==> config.mk <==
export PLATFORM = sky130hd
export DESIGN_NAME = alu_flags_and_data_addressing
export DESIGN_NICKNAME = d
export VERILOG_FILES = /design/src/include/alu_flags_pkg.sv /design/src/logic/alu_flags_and_data_addressing.sv
export SDC_FILE = /design/constraint.sdc
export NUM_CORES = 1
export LEC_CHECK = 0
export BUFFER_PORTS_ARGS = -buffer_cell sky130_fd_sc_hd__buf_4
export CAP_MARGIN = 0
export CELL_PAD_IN_SITES_DETAIL_PLACEMENT = 0
export CELL_PAD_IN_SITES_GLOBAL_PLACEMENT = 2
export CORE_MARGIN = 2
export CORE_UTILIZATION = 35
export CTS_CLUSTER_DIAMETER = 120
export CTS_CLUSTER_SIZE = 20
export DETAILED_ROUTE_END_ITERATION = 7
export GPL_ROUTABILITY_DRIVEN = 0
export PLACE_DENSITY_LB_ADDON = 0.15
export SYNTH_ARGS = -nofsm -noshare
export SYNTH_HDL_FRONTEND = slang
export SYNTH_SLANG_ARGS = --single-unit
==> constraint.sdc <==
create_clock -name pclk -period 6.53 [get_ports pclk]
set_input_delay 0.3265 -clock pclk [delete_from_list [all_inputs] [get_ports pclk]]
set_output_delay 0.3265 -clock pclk [all_outputs]
set_load 0.02 [all_outputs]
==> src/include/alu_flags_pkg.sv <==
// constants shared by the flag and data-addressing datapath
package alu_flags_pkg;
  // register byte offsets on the apb bus
  localparam logic [7:0] OFS_FLAGS = 8'h00;
  localparam logic [7:0] OFS_WORK = 8'h04;
  localparam logic [7:0] OFS_BANK = 8'h08;
  localparam logic [7:0] OFS_PTR0 = 8'h0C;
  localparam logic [7:0] OFS_PTR1 = 8'h10;
  localparam logic [7:0] OFS_PTR2 = 8'h14;
  localparam logic [7:0] OFS_CONFIG = 8'h18;
  localparam logic [7:0] OFS_EXEC = 8'h1C;
  localparam logic [7:0] OFS_OPERAND = 8'h20;
  localparam logic [7:0] OFS_RESULT = 8'h24;
  localparam logic [7:0] OFS_ADDRESS = 8'h28;
  localparam logic [7:0] OFS_TARGET = 8'h2C;
  // flag bit positions
  localparam int FLG_CARRY = 0;
  localparam int FLG_NIBBLE = 1;
  localparam int FLG_ZERO = 2;
  localparam int FLG_WRAP = 3;
  localparam int FLG_NEG = 4;
  localparam int FLG_W = 5;
  localparam logic [FLG_W-1:0] FLAGS_RESET = 5'h00;
  // exec word field positions
  localparam int EX_FA_LSB = 0;
  localparam int EX_ACCESS = 8;
  localparam int EX_DEST = 9;
  localparam int EX_OP_LSB = 10;
  localparam int EX_MODE_LSB = 14;
  localparam int EX_PSEL_LSB = 17;
  localparam int EX_CFG_EXTENDED_ISA_ENABLE = 0;
  localparam int EX_FULL_LSB = 20;
  // address space
  localparam int ADDR_W = 12;
  localparam logic [7:0] ACCESS_SPLIT = 8'h60;
  localparam logic [7:0] INDEX_LIMIT = 8'h5F;
  localparam logic [3:0] ACCESS_LOW_BANK = 4'h0;
  localparam logic [3:0] ACCESS_HIGH_BANK = 4'hF;
  localparam logic [ADDR_W-1:0] PTR_STEP = 12'h001;
  // default address of the flag register within data memory
  localparam logic [ADDR_W-1:0] FLAG_ADDR_DEF = 12'hFF0;
  // operation codes
  typedef enum logic [3:0] {
    OP_ADD_WORK_FILE = 4'h0, OP_ADD_LITERAL_WORK = 4'h1,
    OP_LITERAL_MINUS_WORK = 4'h2, OP_FILE_MINUS_WORK = 4'h3,
    OP_FILE_CLEAR = 4'h4, OP_ROTATE_RIGHT = 4'h5, OP_ROTATE_LEFT = 4'h6,
    OP_BIT_SET = 4'h7, OP_BIT_CLEAR = 4'h8, OP_NIBBLE_SWAP = 4'h9,
    OP_WORK_TO_FILE = 4'hA, OP_LITERAL_TO_WORK = 4'hB,
    OP_AND_WORK_FILE = 4'hC, OP_JUMP = 4'hD
  } op_e;
  // addressing modes
  typedef enum logic [2:0] {
    AM_DIRECT = 3'h0, AM_FULL = 3'h1, AM_POINTER = 3'h2, AM_POST_INC = 3'h3,
    AM_POST_DEC = 3'h4, AM_PRE_INC = 3'h5, AM_PLUS_WORK = 3'h6
  } mode_e;
endpackage

==> src/logic/alu_flags_and_data_addressing.sv <==
// flag generation, operand addressing and write-back steering behind apb
//
// Functional notes
// RL1: flag destination with flag effects drops result
// RL2: clearing flag register sets only zero flag
// RL3: software alters flags via non-flag instructions
// RL4: flag bits seven to five read zero
// RL5: negative flag follows result top bit
// RL6: signed wrap flag marks sign-bit overflow
// RL7: zero flag set when result is zero
// RL8: nibble carry from low four bits
// RL9: carry from most significant bit
// RL10: subtract adds complement; carries are active-low borrows
// RL11: rotate loads carry with shifted-out bit
// RL12: jump carries twenty-bit program target literal
// RL13: file address is opcode low byte
// RL14: banked access joins bank and file address
// RL15: access-bank mode ignores bank register
// RL16: full twelve-bit address ignores bank register
// RL17: destination bit picks file or work
// RL18: pointers address memory and are registers
// RL19: pointer aliases increment, decrement or offset
// RL20: indexed literal offset only with extended isa
// RL21: pointers hold twelve-bit linear addresses
// RL22: post-increment uses then bumps pointer
// RL23: pointer steps carry fully, touch no flag
// RL24: flag destination without effects takes result
//
// Our own choices: the APB register port and the address map.
`timescale 1ns/1ps
module alu_flags_and_data_addressing #(
  parameter logic [11:0] FLAG_ADDR = alu_flags_pkg::FLAG_ADDR_DEF
) (
  // clock and reset
  input wire logic pclk,
  input wire logic presetn,
  // apb slave
  input wire logic psel,
  input wire logic penable,
  input wire logic pwrite,
  input wire logic [31:0] paddr,
  input wire logic [31:0] pwdata,
  output logic [31:0] prdata,
  output logic pready,
  output logic pslverr,
  // data memory write port
  output logic [11:0] mem_addr,
  output logic [7:0] mem_wdata,
  output logic mem_we,
  // program flow and flag view
  output logic [19:0] prog_target,
  output logic prog_load,
  output logic [4:0] flags_out
);
  // architectural state
  logic [4:0] flags; // condition flags
  logic [7:0] work; // working register
  logic [3:0] bank; // bank_select_reg
  logic [11:0] ptr [3]; // pointer_register pairs
  logic extended_isa_enable; // extended_isa_enable
  logic [7:0] operand; // file value supplied by memory side
  logic [7:0] result; // last computed result
  logic [11:0] last_addr; // last resolved address
  logic last_to_file; // last write-back went to file
  // bus decode
  logic acc; // access phase sampled this edge
  logic wr; // write takes effect this edge
  logic do_exec; // execute word written
  logic [7:0] ofs; // byte offset
  logic mapped; // offset is a register
  // decoded execute word
  logic [7:0] fa; // file address or literal
  logic a_bit; // access selector
  logic d_bit; // destination selector
  alu_flags_pkg::op_e op;
  alu_flags_pkg::mode_e mode;
  logic [1:0] psel_idx; // pointer number
  logic [11:0] full_addr; // full address field
  logic [2:0] bit_no; // bit number for set and clear
  // datapath results
  logic [11:0] next_addr; // resolved data address
  logic [11:0] next_ptr; // pointer after the access
  logic ptr_step; // pointer changes
  logic [7:0] fval; // file operand value
  logic [7:0] opa; // adder operand a
  logic [7:0] opb; // adder operand b, complemented on subtract
  logic cin; // adder carry in
  logic [8:0] sum; // full sum
  logic [4:0] nib; // low nibble sum
  logic [7:0] next_result; // computed result
  logic [4:0] fx; // flags the op affects
  logic [4:0] fv; // values of affected flags
  logic next_to_file; // result goes to file
  logic next_to_work; // result goes to work
  logic hits_flags; // resolved address is the flag register
  logic [4:0] next_flags; // flag register after exec
  logic [31:0] rd; // read mux

  // bus strobes; zero-wait slave
  assign acc = psel && penable && pready;
  assign wr = acc && pwrite;
  assign ofs = paddr[7:0];
  assign do_exec = wr && (ofs == alu_flags_pkg::OFS_EXEC);

  // execute word fields
  assign fa = pwdata[alu_flags_pkg::EX_FA_LSB +: 8]; // see RL13
  assign a_bit = pwdata[alu_flags_pkg::EX_ACCESS];
  assign d_bit = pwdata[alu_flags_pkg::EX_DEST];
  assign op = alu_flags_pkg::op_e'(pwdata[alu_flags_pkg::EX_OP_LSB +: 4]);
  assign mode = alu_flags_pkg::mode_e'(pwdata[alu_flags_pkg::EX_MODE_LSB +: 3]);
  assign psel_idx = pwdata[alu_flags_pkg::EX_PSEL_LSB +: 2];
  assign full_addr = pwdata[alu_flags_pkg::EX_FULL_LSB +: 12];
  assign bit_no = pwdata[alu_flags_pkg::EX_FULL_LSB +: 3];

  // operand address resolution
  always_comb begin
    logic [11:0] base;
    base = (psel_idx == 2'd3) ? ptr[2] : ptr[psel_idx];
    next_addr = base;
    next_ptr = base;
    ptr_step = 1'b0;
    unique case (mode)
      alu_flags_pkg::AM_DIRECT: begin
        if (a_bit) begin
          // banked: bank register supplies upper bits
          next_addr = {bank, fa}; // see RL14
        end else if (extended_isa_enable && fa <= alu_flags_pkg::INDEX_LIMIT) begin
          // indexed literal offset from pointer two
          next_addr = ptr[2] + {4'h0, fa}; // see RL20
        end else if (fa < alu_flags_pkg::ACCESS_SPLIT) begin
          // access bank low part, bank ignored
          next_addr = {alu_flags_pkg::ACCESS_LOW_BANK, fa}; // see RL15
        end else begin
          // access bank high part, bank ignored
          next_addr = {alu_flags_pkg::ACCESS_HIGH_BANK, fa}; // see RL15
        end
      end
      alu_flags_pkg::AM_FULL: begin
        next_addr = full_addr; // see RL16
      end
      alu_flags_pkg::AM_POINTER: begin
        next_addr = base; // see RL18
      end
      alu_flags_pkg::AM_POST_INC: begin
        // use then bump, carry runs through whole pair
        next_ptr = base + alu_flags_pkg::PTR_STEP; // see RL22
        ptr_step = 1'b1;
      end
      alu_flags_pkg::AM_POST_DEC: begin
        next_ptr = base - alu_flags_pkg::PTR_STEP; // see RL19
        ptr_step = 1'b1;
      end
      alu_flags_pkg::AM_PRE_INC: begin
        next_ptr = base + alu_flags_pkg::PTR_STEP; // see RL19
        next_addr = next_ptr;
        ptr_step = 1'b1;
      end
      alu_flags_pkg::AM_PLUS_WORK: begin
        // signed work offset, neither pointer nor work changes
        next_addr = base + {{4{work[7]}}, work}; // see RL19
      end
      default: begin
        next_addr = base;
      end
    endcase
  end

  // file operand: the flag register is read from here
  assign hits_flags = (next_addr == FLAG_ADDR);
  assign fval = hits_flags ? {3'h0, flags} : operand;

  // alu core
  always_comb begin
    opa = fval;
    opb = work;
    cin = 1'b0;
    next_result = 8'h00;
    fx = 5'h00;
    fv = 5'h00;
    next_to_file = 1'b0;
    next_to_work = 1'b0;
    unique case (op)
      alu_flags_pkg::OP_ADD_WORK_FILE,
      alu_flags_pkg::OP_ADD_LITERAL_WORK,
      alu_flags_pkg::OP_LITERAL_MINUS_WORK,
      alu_flags_pkg::OP_FILE_MINUS_WORK: begin
        // subtract adds two's complement of work
        if (op == alu_flags_pkg::OP_ADD_LITERAL_WORK ||
            op == alu_flags_pkg::OP_LITERAL_MINUS_WORK) begin
          opa = fa;
        end
        if (op == alu_flags_pkg::OP_LITERAL_MINUS_WORK ||
            op == alu_flags_pkg::OP_FILE_MINUS_WORK) begin
          opb = ~work; // see RL10
          cin = 1'b1;
        end
        next_result = sum[7:0];
        fx = 5'h1F;
        fv[alu_flags_pkg::FLG_CARRY] = sum[8]; // see RL9
        fv[alu_flags_pkg::FLG_NIBBLE] = nib[4]; // see RL8
        fv[alu_flags_pkg::FLG_WRAP] = (opa[7] == opb[7]) && (sum[7] != opa[7]); // see RL6
        fv[alu_flags_pkg::FLG_ZERO] = (sum[7:0] == 8'h00); // see RL7
        fv[alu_flags_pkg::FLG_NEG] = sum[7]; // see RL5
        next_to_file = d_bit && (op != alu_flags_pkg::OP_ADD_LITERAL_WORK) &&
                       (op != alu_flags_pkg::OP_LITERAL_MINUS_WORK); // see RL17
        next_to_work = !next_to_file;
      end
      alu_flags_pkg::OP_FILE_CLEAR: begin
        // only the zero flag is affected, and it is set
        next_result = 8'h00;
        fx[alu_flags_pkg::FLG_ZERO] = 1'b1; // see RL2
        fv[alu_flags_pkg::FLG_ZERO] = 1'b1;
        next_to_file = 1'b1;
      end
      alu_flags_pkg::OP_ROTATE_RIGHT, alu_flags_pkg::OP_ROTATE_LEFT: begin
        // rotate through carry
        if (op == alu_flags_pkg::OP_ROTATE_RIGHT) begin
          next_result = {flags[alu_flags_pkg::FLG_CARRY], fval[7:1]};
          fv[alu_flags_pkg::FLG_CARRY] = fval[0]; // see RL11
        end else begin
          next_result = {fval[6:0], flags[alu_flags_pkg::FLG_CARRY]};
          fv[alu_flags_pkg::FLG_CARRY] = fval[7]; // see RL11
        end
        fx[alu_flags_pkg::FLG_CARRY] = 1'b1;
        fx[alu_flags_pkg::FLG_ZERO] = 1'b1;
        fx[alu_flags_pkg::FLG_NEG] = 1'b1;
        fv[alu_flags_pkg::FLG_ZERO] = (next_result == 8'h00); // see RL7
        fv[alu_flags_pkg::FLG_NEG] = next_result[7]; // see RL5
        next_to_file = d_bit; // see RL17
        next_to_work = !d_bit;
      end
      alu_flags_pkg::OP_AND_WORK_FILE: begin
        // logic op: zero and negative only
        next_result = fval & work;
        fx[alu_flags_pkg::FLG_ZERO] = 1'b1;
        fx[alu_flags_pkg::FLG_NEG] = 1'b1;
        fv[alu_flags_pkg::FLG_ZERO] = (next_result == 8'h00); // see RL7
        fv[alu_flags_pkg::FLG_NEG] = next_result[7]; // see RL5
        next_to_file = d_bit; // see RL17
        next_to_work = !d_bit;
      end
      alu_flags_pkg::OP_BIT_SET: begin
        // no flag effects
        next_result = fval | (8'h01 << bit_no);
        next_to_file = 1'b1;
      end
      alu_flags_pkg::OP_BIT_CLEAR: begin
        next_result = fval & ~(8'h01 << bit_no);
        next_to_file = 1'b1;
      end
      alu_flags_pkg::OP_NIBBLE_SWAP: begin
        next_result = {fval[3:0], fval[7:4]};
        next_to_file = d_bit; // see RL17
        next_to_work = !d_bit;
      end
      alu_flags_pkg::OP_WORK_TO_FILE: begin
        next_result = work;
        next_to_file = 1'b1;
      end
      alu_flags_pkg::OP_LITERAL_TO_WORK: begin
        next_result = fa;
        next_to_work = 1'b1;
      end
      alu_flags_pkg::OP_JUMP: begin
        // program target only, no data effect
        next_result = 8'h00;
      end
      default: begin
        // unused codes do nothing
        next_result = 8'h00;
      end
    endcase
  end

  // shared adder with nibble tap
  assign sum = {1'b0, opa} + {1'b0, opb} + {8'h00, cin};
  assign nib = {1'b0, opa[3:0]} + {1'b0, opb[3:0]} + {4'h0, cin};

  // flag register after an executed word
  always_comb begin
    next_flags = (flags & ~fx) | (fv & fx);
    if (next_to_file && hits_flags) begin
      if (fx != 5'h00) begin
        // result discarded, flags follow effects only
        next_flags = (flags & ~fx) | (fv & fx); // see RL1
      end else begin
        // plain write lands in implemented bits
        next_flags = next_result[4:0]; // see RL24
      end
    end
  end

  // apb answer timing: ready in every access phase
  always_ff @(posedge pclk or negedge presetn) begin
    if (!presetn) begin
      pready <= 1'b0;
    end else begin
      pready <= psel && !penable;
    end
  end

  // offset decode
  always_comb begin
    unique case (ofs)
      alu_flags_pkg::OFS_FLAGS, alu_flags_pkg::OFS_WORK,
      alu_flags_pkg::OFS_BANK, alu_flags_pkg::OFS_PTR0,
      alu_flags_pkg::OFS_PTR1, alu_flags_pkg::OFS_PTR2,
      alu_flags_pkg::OFS_CONFIG, alu_flags_pkg::OFS_EXEC,
      alu_flags_pkg::OFS_OPERAND, alu_flags_pkg::OFS_RESULT,
      alu_flags_pkg::OFS_ADDRESS, alu_flags_pkg::OFS_TARGET: mapped = (paddr[31:8] == 24'h0);
      default: mapped = 1'b0;
    endcase
  end

  // read mux
  always_comb begin
    rd = 32'h0000_0000;
    unique case (ofs)
      alu_flags_pkg::OFS_FLAGS: rd = {27'h0, flags}; // see RL4
      alu_flags_pkg::OFS_WORK: rd = {24'h0, work};
      alu_flags_pkg::OFS_BANK: rd = {28'h0, bank};
      alu_flags_pkg::OFS_PTR0: rd = {20'h0, ptr[0]}; // see RL21
      alu_flags_pkg::OFS_PTR1: rd = {20'h0, ptr[1]};
      alu_flags_pkg::OFS_PTR2: rd = {20'h0, ptr[2]};
      alu_flags_pkg::OFS_CONFIG: rd = {31'h0, extended_isa_enable};
      alu_flags_pkg::OFS_OPERAND: rd = {24'h0, operand};
      alu_flags_pkg::OFS_RESULT: rd = {24'h0, result};
      alu_flags_pkg::OFS_ADDRESS: rd = {19'h0, last_to_file, last_addr};
      alu_flags_pkg::OFS_TARGET: rd = {12'h0, prog_target};
      default: rd = 32'h0000_0000;
    endcase
    if (!mapped) begin
      rd = 32'h0000_0000;
    end
  end

  // read data and error, captured in the setup cycle
  always_ff @(posedge pclk or negedge presetn) begin
    if (!presetn) begin
      prdata <= 32'h0000_0000;
      pslverr <= 1'b0;
    end else if (psel && !penable) begin
      prdata <= pwrite ? 32'h0000_0000 : rd;
      pslverr <= !mapped;
    end
  end

  // flag register
  always_ff @(posedge pclk or negedge presetn) begin
    if (!presetn) begin
      flags <= alu_flags_pkg::FLAGS_RESET;
    end else if (do_exec) begin
      flags <= next_flags;
    end else if (wr && ofs == alu_flags_pkg::OFS_FLAGS) begin
      flags <= pwdata[4:0];
    end
  end

  // work register
  always_ff @(posedge pclk or negedge presetn) begin
    if (!presetn) begin
      work <= 8'h00;
    end else if (do_exec && next_to_work) begin
      work <= next_result; // see RL17
    end else if (wr && ofs == alu_flags_pkg::OFS_WORK) begin
      work <= pwdata[7:0];
    end
  end

  // bank, config and operand registers
  always_ff @(posedge pclk or negedge presetn) begin
    if (!presetn) begin
      bank <= 4'h0;
      extended_isa_enable <= 1'b0;
      operand <= 8'h00;
    end else if (wr) begin
      if (ofs == alu_flags_pkg::OFS_BANK) begin
        bank <= pwdata[3:0];
      end
      if (ofs == alu_flags_pkg::OFS_CONFIG) begin
        extended_isa_enable <= pwdata[alu_flags_pkg::EX_CFG_EXTENDED_ISA_ENABLE];
      end
      if (ofs == alu_flags_pkg::OFS_OPERAND) begin
        operand <= pwdata[7:0];
      end
    end
  end

  // pointer pairs: software writable, stepped by aliases without flags
  for (genvar i = 0; i < 3; i++) begin : g_ptr
    localparam logic [7:0] PTR_OFS = alu_flags_pkg::OFS_PTR0 + 8'(4 * i);
    always_ff @(posedge pclk or negedge presetn) begin
      if (!presetn) begin
        ptr[i] <= 12'h000;
      end else if (wr && ofs == PTR_OFS) begin
        ptr[i] <= pwdata[11:0]; // see RL18
      end else if (do_exec && ptr_step && (psel_idx == 2'(i) ||
                   (i == 2 && psel_idx == 2'd3))) begin
        ptr[i] <= next_ptr; // see RL23
      end
    end
  end

  // result trace and memory write port
  always_ff @(posedge pclk or negedge presetn) begin
    if (!presetn) begin
      result <= 8'h00;
      last_addr <= 12'h000;
      last_to_file <= 1'b0;
      mem_addr <= 12'h000;
      mem_wdata <= 8'h00;
      mem_we <= 1'b0;
    end else begin
      mem_we <= 1'b0;
      if (do_exec) begin
        result <= next_result;
        last_addr <= next_addr;
        last_to_file <= next_to_file;
        mem_addr <= next_addr;
        mem_wdata <= next_result;
        // flag register lives here, not in memory
        mem_we <= next_to_file && !hits_flags; // see RL17
      end
    end
  end

  // program target for jump
  always_ff @(posedge pclk or negedge presetn) begin
    if (!presetn) begin
      prog_target <= 20'h00000;
      prog_load <= 1'b0;
    end else begin
      prog_load <= 1'b0;
      if (do_exec && op == alu_flags_pkg::OP_JUMP) begin
        prog_target <= {full_addr, fa}; // see RL12
        prog_load <= 1'b1;
      end
    end
  end

  // flag view follows the register
  always_ff @(posedge pclk or negedge presetn) begin
    if (!presetn) begin
      flags_out <= alu_flags_pkg::FLAGS_RESET;
    end else begin
      flags_out <= flags;
    end
  end
endmodule

==> metrics.yaml <==
crit_type: "reg -> reg"
final-setup-viol-count: 0
hp-class: "in -> reg"
drtIter0Drc: 1180
core-area_mm2: 0.02870
fin_nets: 1480
wl_um: 45570
root_buffer: "clkbuf_16"
ys_async_sr_fraction_pct: 100.0
synth-edff-count: 0
wl_per_cell_um: 25.66
worst_path_max_delay_cell: "fa_1"
leakage_nw: 5.619
synthDistinctLibCells: 90
diodes: 0
critPathArrivalTime_ns: 6.57
io_pins: 150
clockBufferDepth: 2
drt-met1-wl_um: 20000
cts_tree: "yes"
grt.overflow.total: 0
wl_met2_um: 20110
grt_max_degree: 72
fin_crit_sh_pct: 95.12
max-cap-violations: 0
antenna_found_initial: 1
yosysSeqAreaShare_pct: 32.36
antenna_left: 0
start_util_pct: 35.57
avgSynthCellArea_um2: 8.416
ys.flop_type: "dfrtp_1"
die_h_um: 174.8
die_w_um: 174.8
die-area_mm2: 0.03055
vias: 10690
syn2layout_area_growth_pct: 23.97
dr_wl_met3_um: 3662
layout_commonest_cell: "buf_4"
grt_pass1_vias: 10090
power_density_mw_per_mm2: 166.5
drtPass1Iterations: 8
port_buffers: 136
critical_path.max_stage_delay_ns: 0.46
std_cell_rows: 62
ys_ff_latch: 132
highest_layer: "met4"
dpl.cell_count: 1740
multiInputGateArea_mm2: 0.006440
ys_warn_count: 0
clkTransAtPathRegs_ns: 0.06
hpwl_um: 34770
finalSetupTns_ns: 0
cts_buffers: 17
hold_viol: 0
h-tree-depth: 4
most-common-layout-cells: "buf_4 (223), dfrtp_1 (131), nand2_1 (129)"
clkLatencyLatePin_ns: 0.43
syn_inst: 1213
final_cells: 1776
synth_area_mm2: 0.01021
drc_errors: 0
vdd_drop_max_v: 0.0001719
skew_ns: 0.01389
finalCriticalPeriod_ns: 6.212
grt_pass1_wl_um: 67130
cp_max_fo: 4
relSlewSlack_pct: 14.98
max_freq_mhz: 161.0
regArea_mm2: 0.003304
cp.required_ns: 6.89
slew_viol_final: 0
via_per_inst: 6.017
tightestPinTransition_ns: 1.275
layout-drive-gt1-share_pct: 24.50
outcome: "finished, final reports clean"
startpoint_type: "flop"
cts_sinks: 132
fillers: 2937
cp-end-kind: "flop"
grt_usage_pct: 29.67
-- per-stage QoR --
stage | power (mW) | setup WS (ns) | util [%] | hold slack [ns] | instance area [µm²]
3_5_place_dp | 1.131 | 0.08006 | 41.76 | 0.3355 | 11990
3_3_place_gp | 1.131 | 0.1310 | 41.76 | 0.3357 | 11990
4_1_cts | 2.108 | 0.09994 | 43.87 | 0.1240 | 12590
2_1_floorplan | 0.9975 | 0.2719 | - | 0.03091 | 10250
6_report | 2.108 | 0.3184 | 44.09 | 0.1408 | 12660
5_1_grt | 2.184 | -0.02288 | 44.09 | 0.1407 | 12660
-- area by class of cell --
type,instances,share of cell area (%)
Inverter,32,0.9491
Clock buffer,20,3.688
Timing Repair Buffer,226,13.55
Sequential cell,132,26.11
Multi-Input combinational cell,970,50.88
Tap cell,384,3.796
Clock inverter,12,1.018
-- state kept, by name, indices dropped and copies added (netlist names) --
register             count
bank                     4
extended_isa_enable      1
flags                    5
flags_out                5
last_addr               12
last_to_file             1
mem_we                   1
operand                  8
prdata                  20
pready                   1
prog_load                1
prog_target             20
pslverr                  1
ptr                     36
result                   8
work                     8
-- critical path: cells and delay by family (launching register included) --
kind | cells | cell delay, ns
xor gates and xnor gates | 1 | 0.21
adders and majority gates | 3 | 1.08
DFF | 1 | 0.39
AOI/OAI and AO/OA | 14 | 2.07
and+or+nand+nor | 5 | 1.03
muxes | 4 | 0.79
buffers and inverters | 4 | 0.56
-- cell usage after synthesis (21+ instances only) --
| library cell | count | area share, % |
|---|---|---|
| a21oi_1 | 85 | 4.2 |
| a22oi_1 | 51 | 3.8 |
| clkbuf_1 | 63 | 2.3 |
| dfrtp_1 | 132 | 32 |
| ha_1 | 28 | 3.4 |
| inv_1 | 30 | 1.1 |
| mux2_2 | 34 | 3.8 |
| mux2i_1 | 29 | 2.8 |
| nand2_1 | 129 | 4.7 |
| nand2b_1 | 22 | 1.3 |
| nand3_1 | 21 | 1.0 |
| nor2_1 | 95 | 3.5 |
| nor3_1 | 32 | 1.6 |
| o21ai_0 | 94 | 4.6 |
| xnor2_1 | 26 | 2.2 |
-- cells by family (layout without fill, tap and decap cells) --
group	Yosys count	in the layout	synth area share, %
mux	67	67	7.329
flops	132	132	32.36
xor+xnor	42	42	3.603
compound gates	410	410	27.42
other cells	1	12	0.03673
fa+ha+maj	32	32	4.216
simple gates	407	407	19.59
buf+inv	122	290	5.454
-- per-layer routing --
| metal | global-route usage (%) | vias to the layer above |
|---|---|---|
| li1 | - | 4854 |
| met1 | 41.49 | 5208 |
| met2 | 44.40 | 541 |
| met3 | 6.767 | 83 |
| met4 | 11.56 | 0 |
| met5 | 0 | - |
-- worst paths after layout --
path / from / endpoint / slack, ns / depth (start not counted)
worst max register to register: ptr[24] / flags[3] / 0.32 / 31
worst min register to register: prdata[7] / prdata[7] / 0.48 / 1
min in group asynchronous: presetn / flags_out[4] / 0.45 / 2
worst min-delay path: pwdata[25] / prog_target[13] / 0.14 / 2
max in group asynchronous: presetn / ptr[0] / 4.66 / 3
worst max-delay path: ptr[24] / flags[3] / 0.32 / 31
-- timing repair --
action	CTS	global route
hold buffers	1	0
resized for setup	0	14
setup endpoints to repair	0	8
setup buffers	0	3
hold endpoints to repair	61	0
-- power breakdown --
group	switching [mW]	internal (mW)
Clock	0.391	0.592
Combinational	0.191	0.107
Sequential	0.00551	0.821
Total	0.587	1.52
Power figures use the tool's default switching activity.
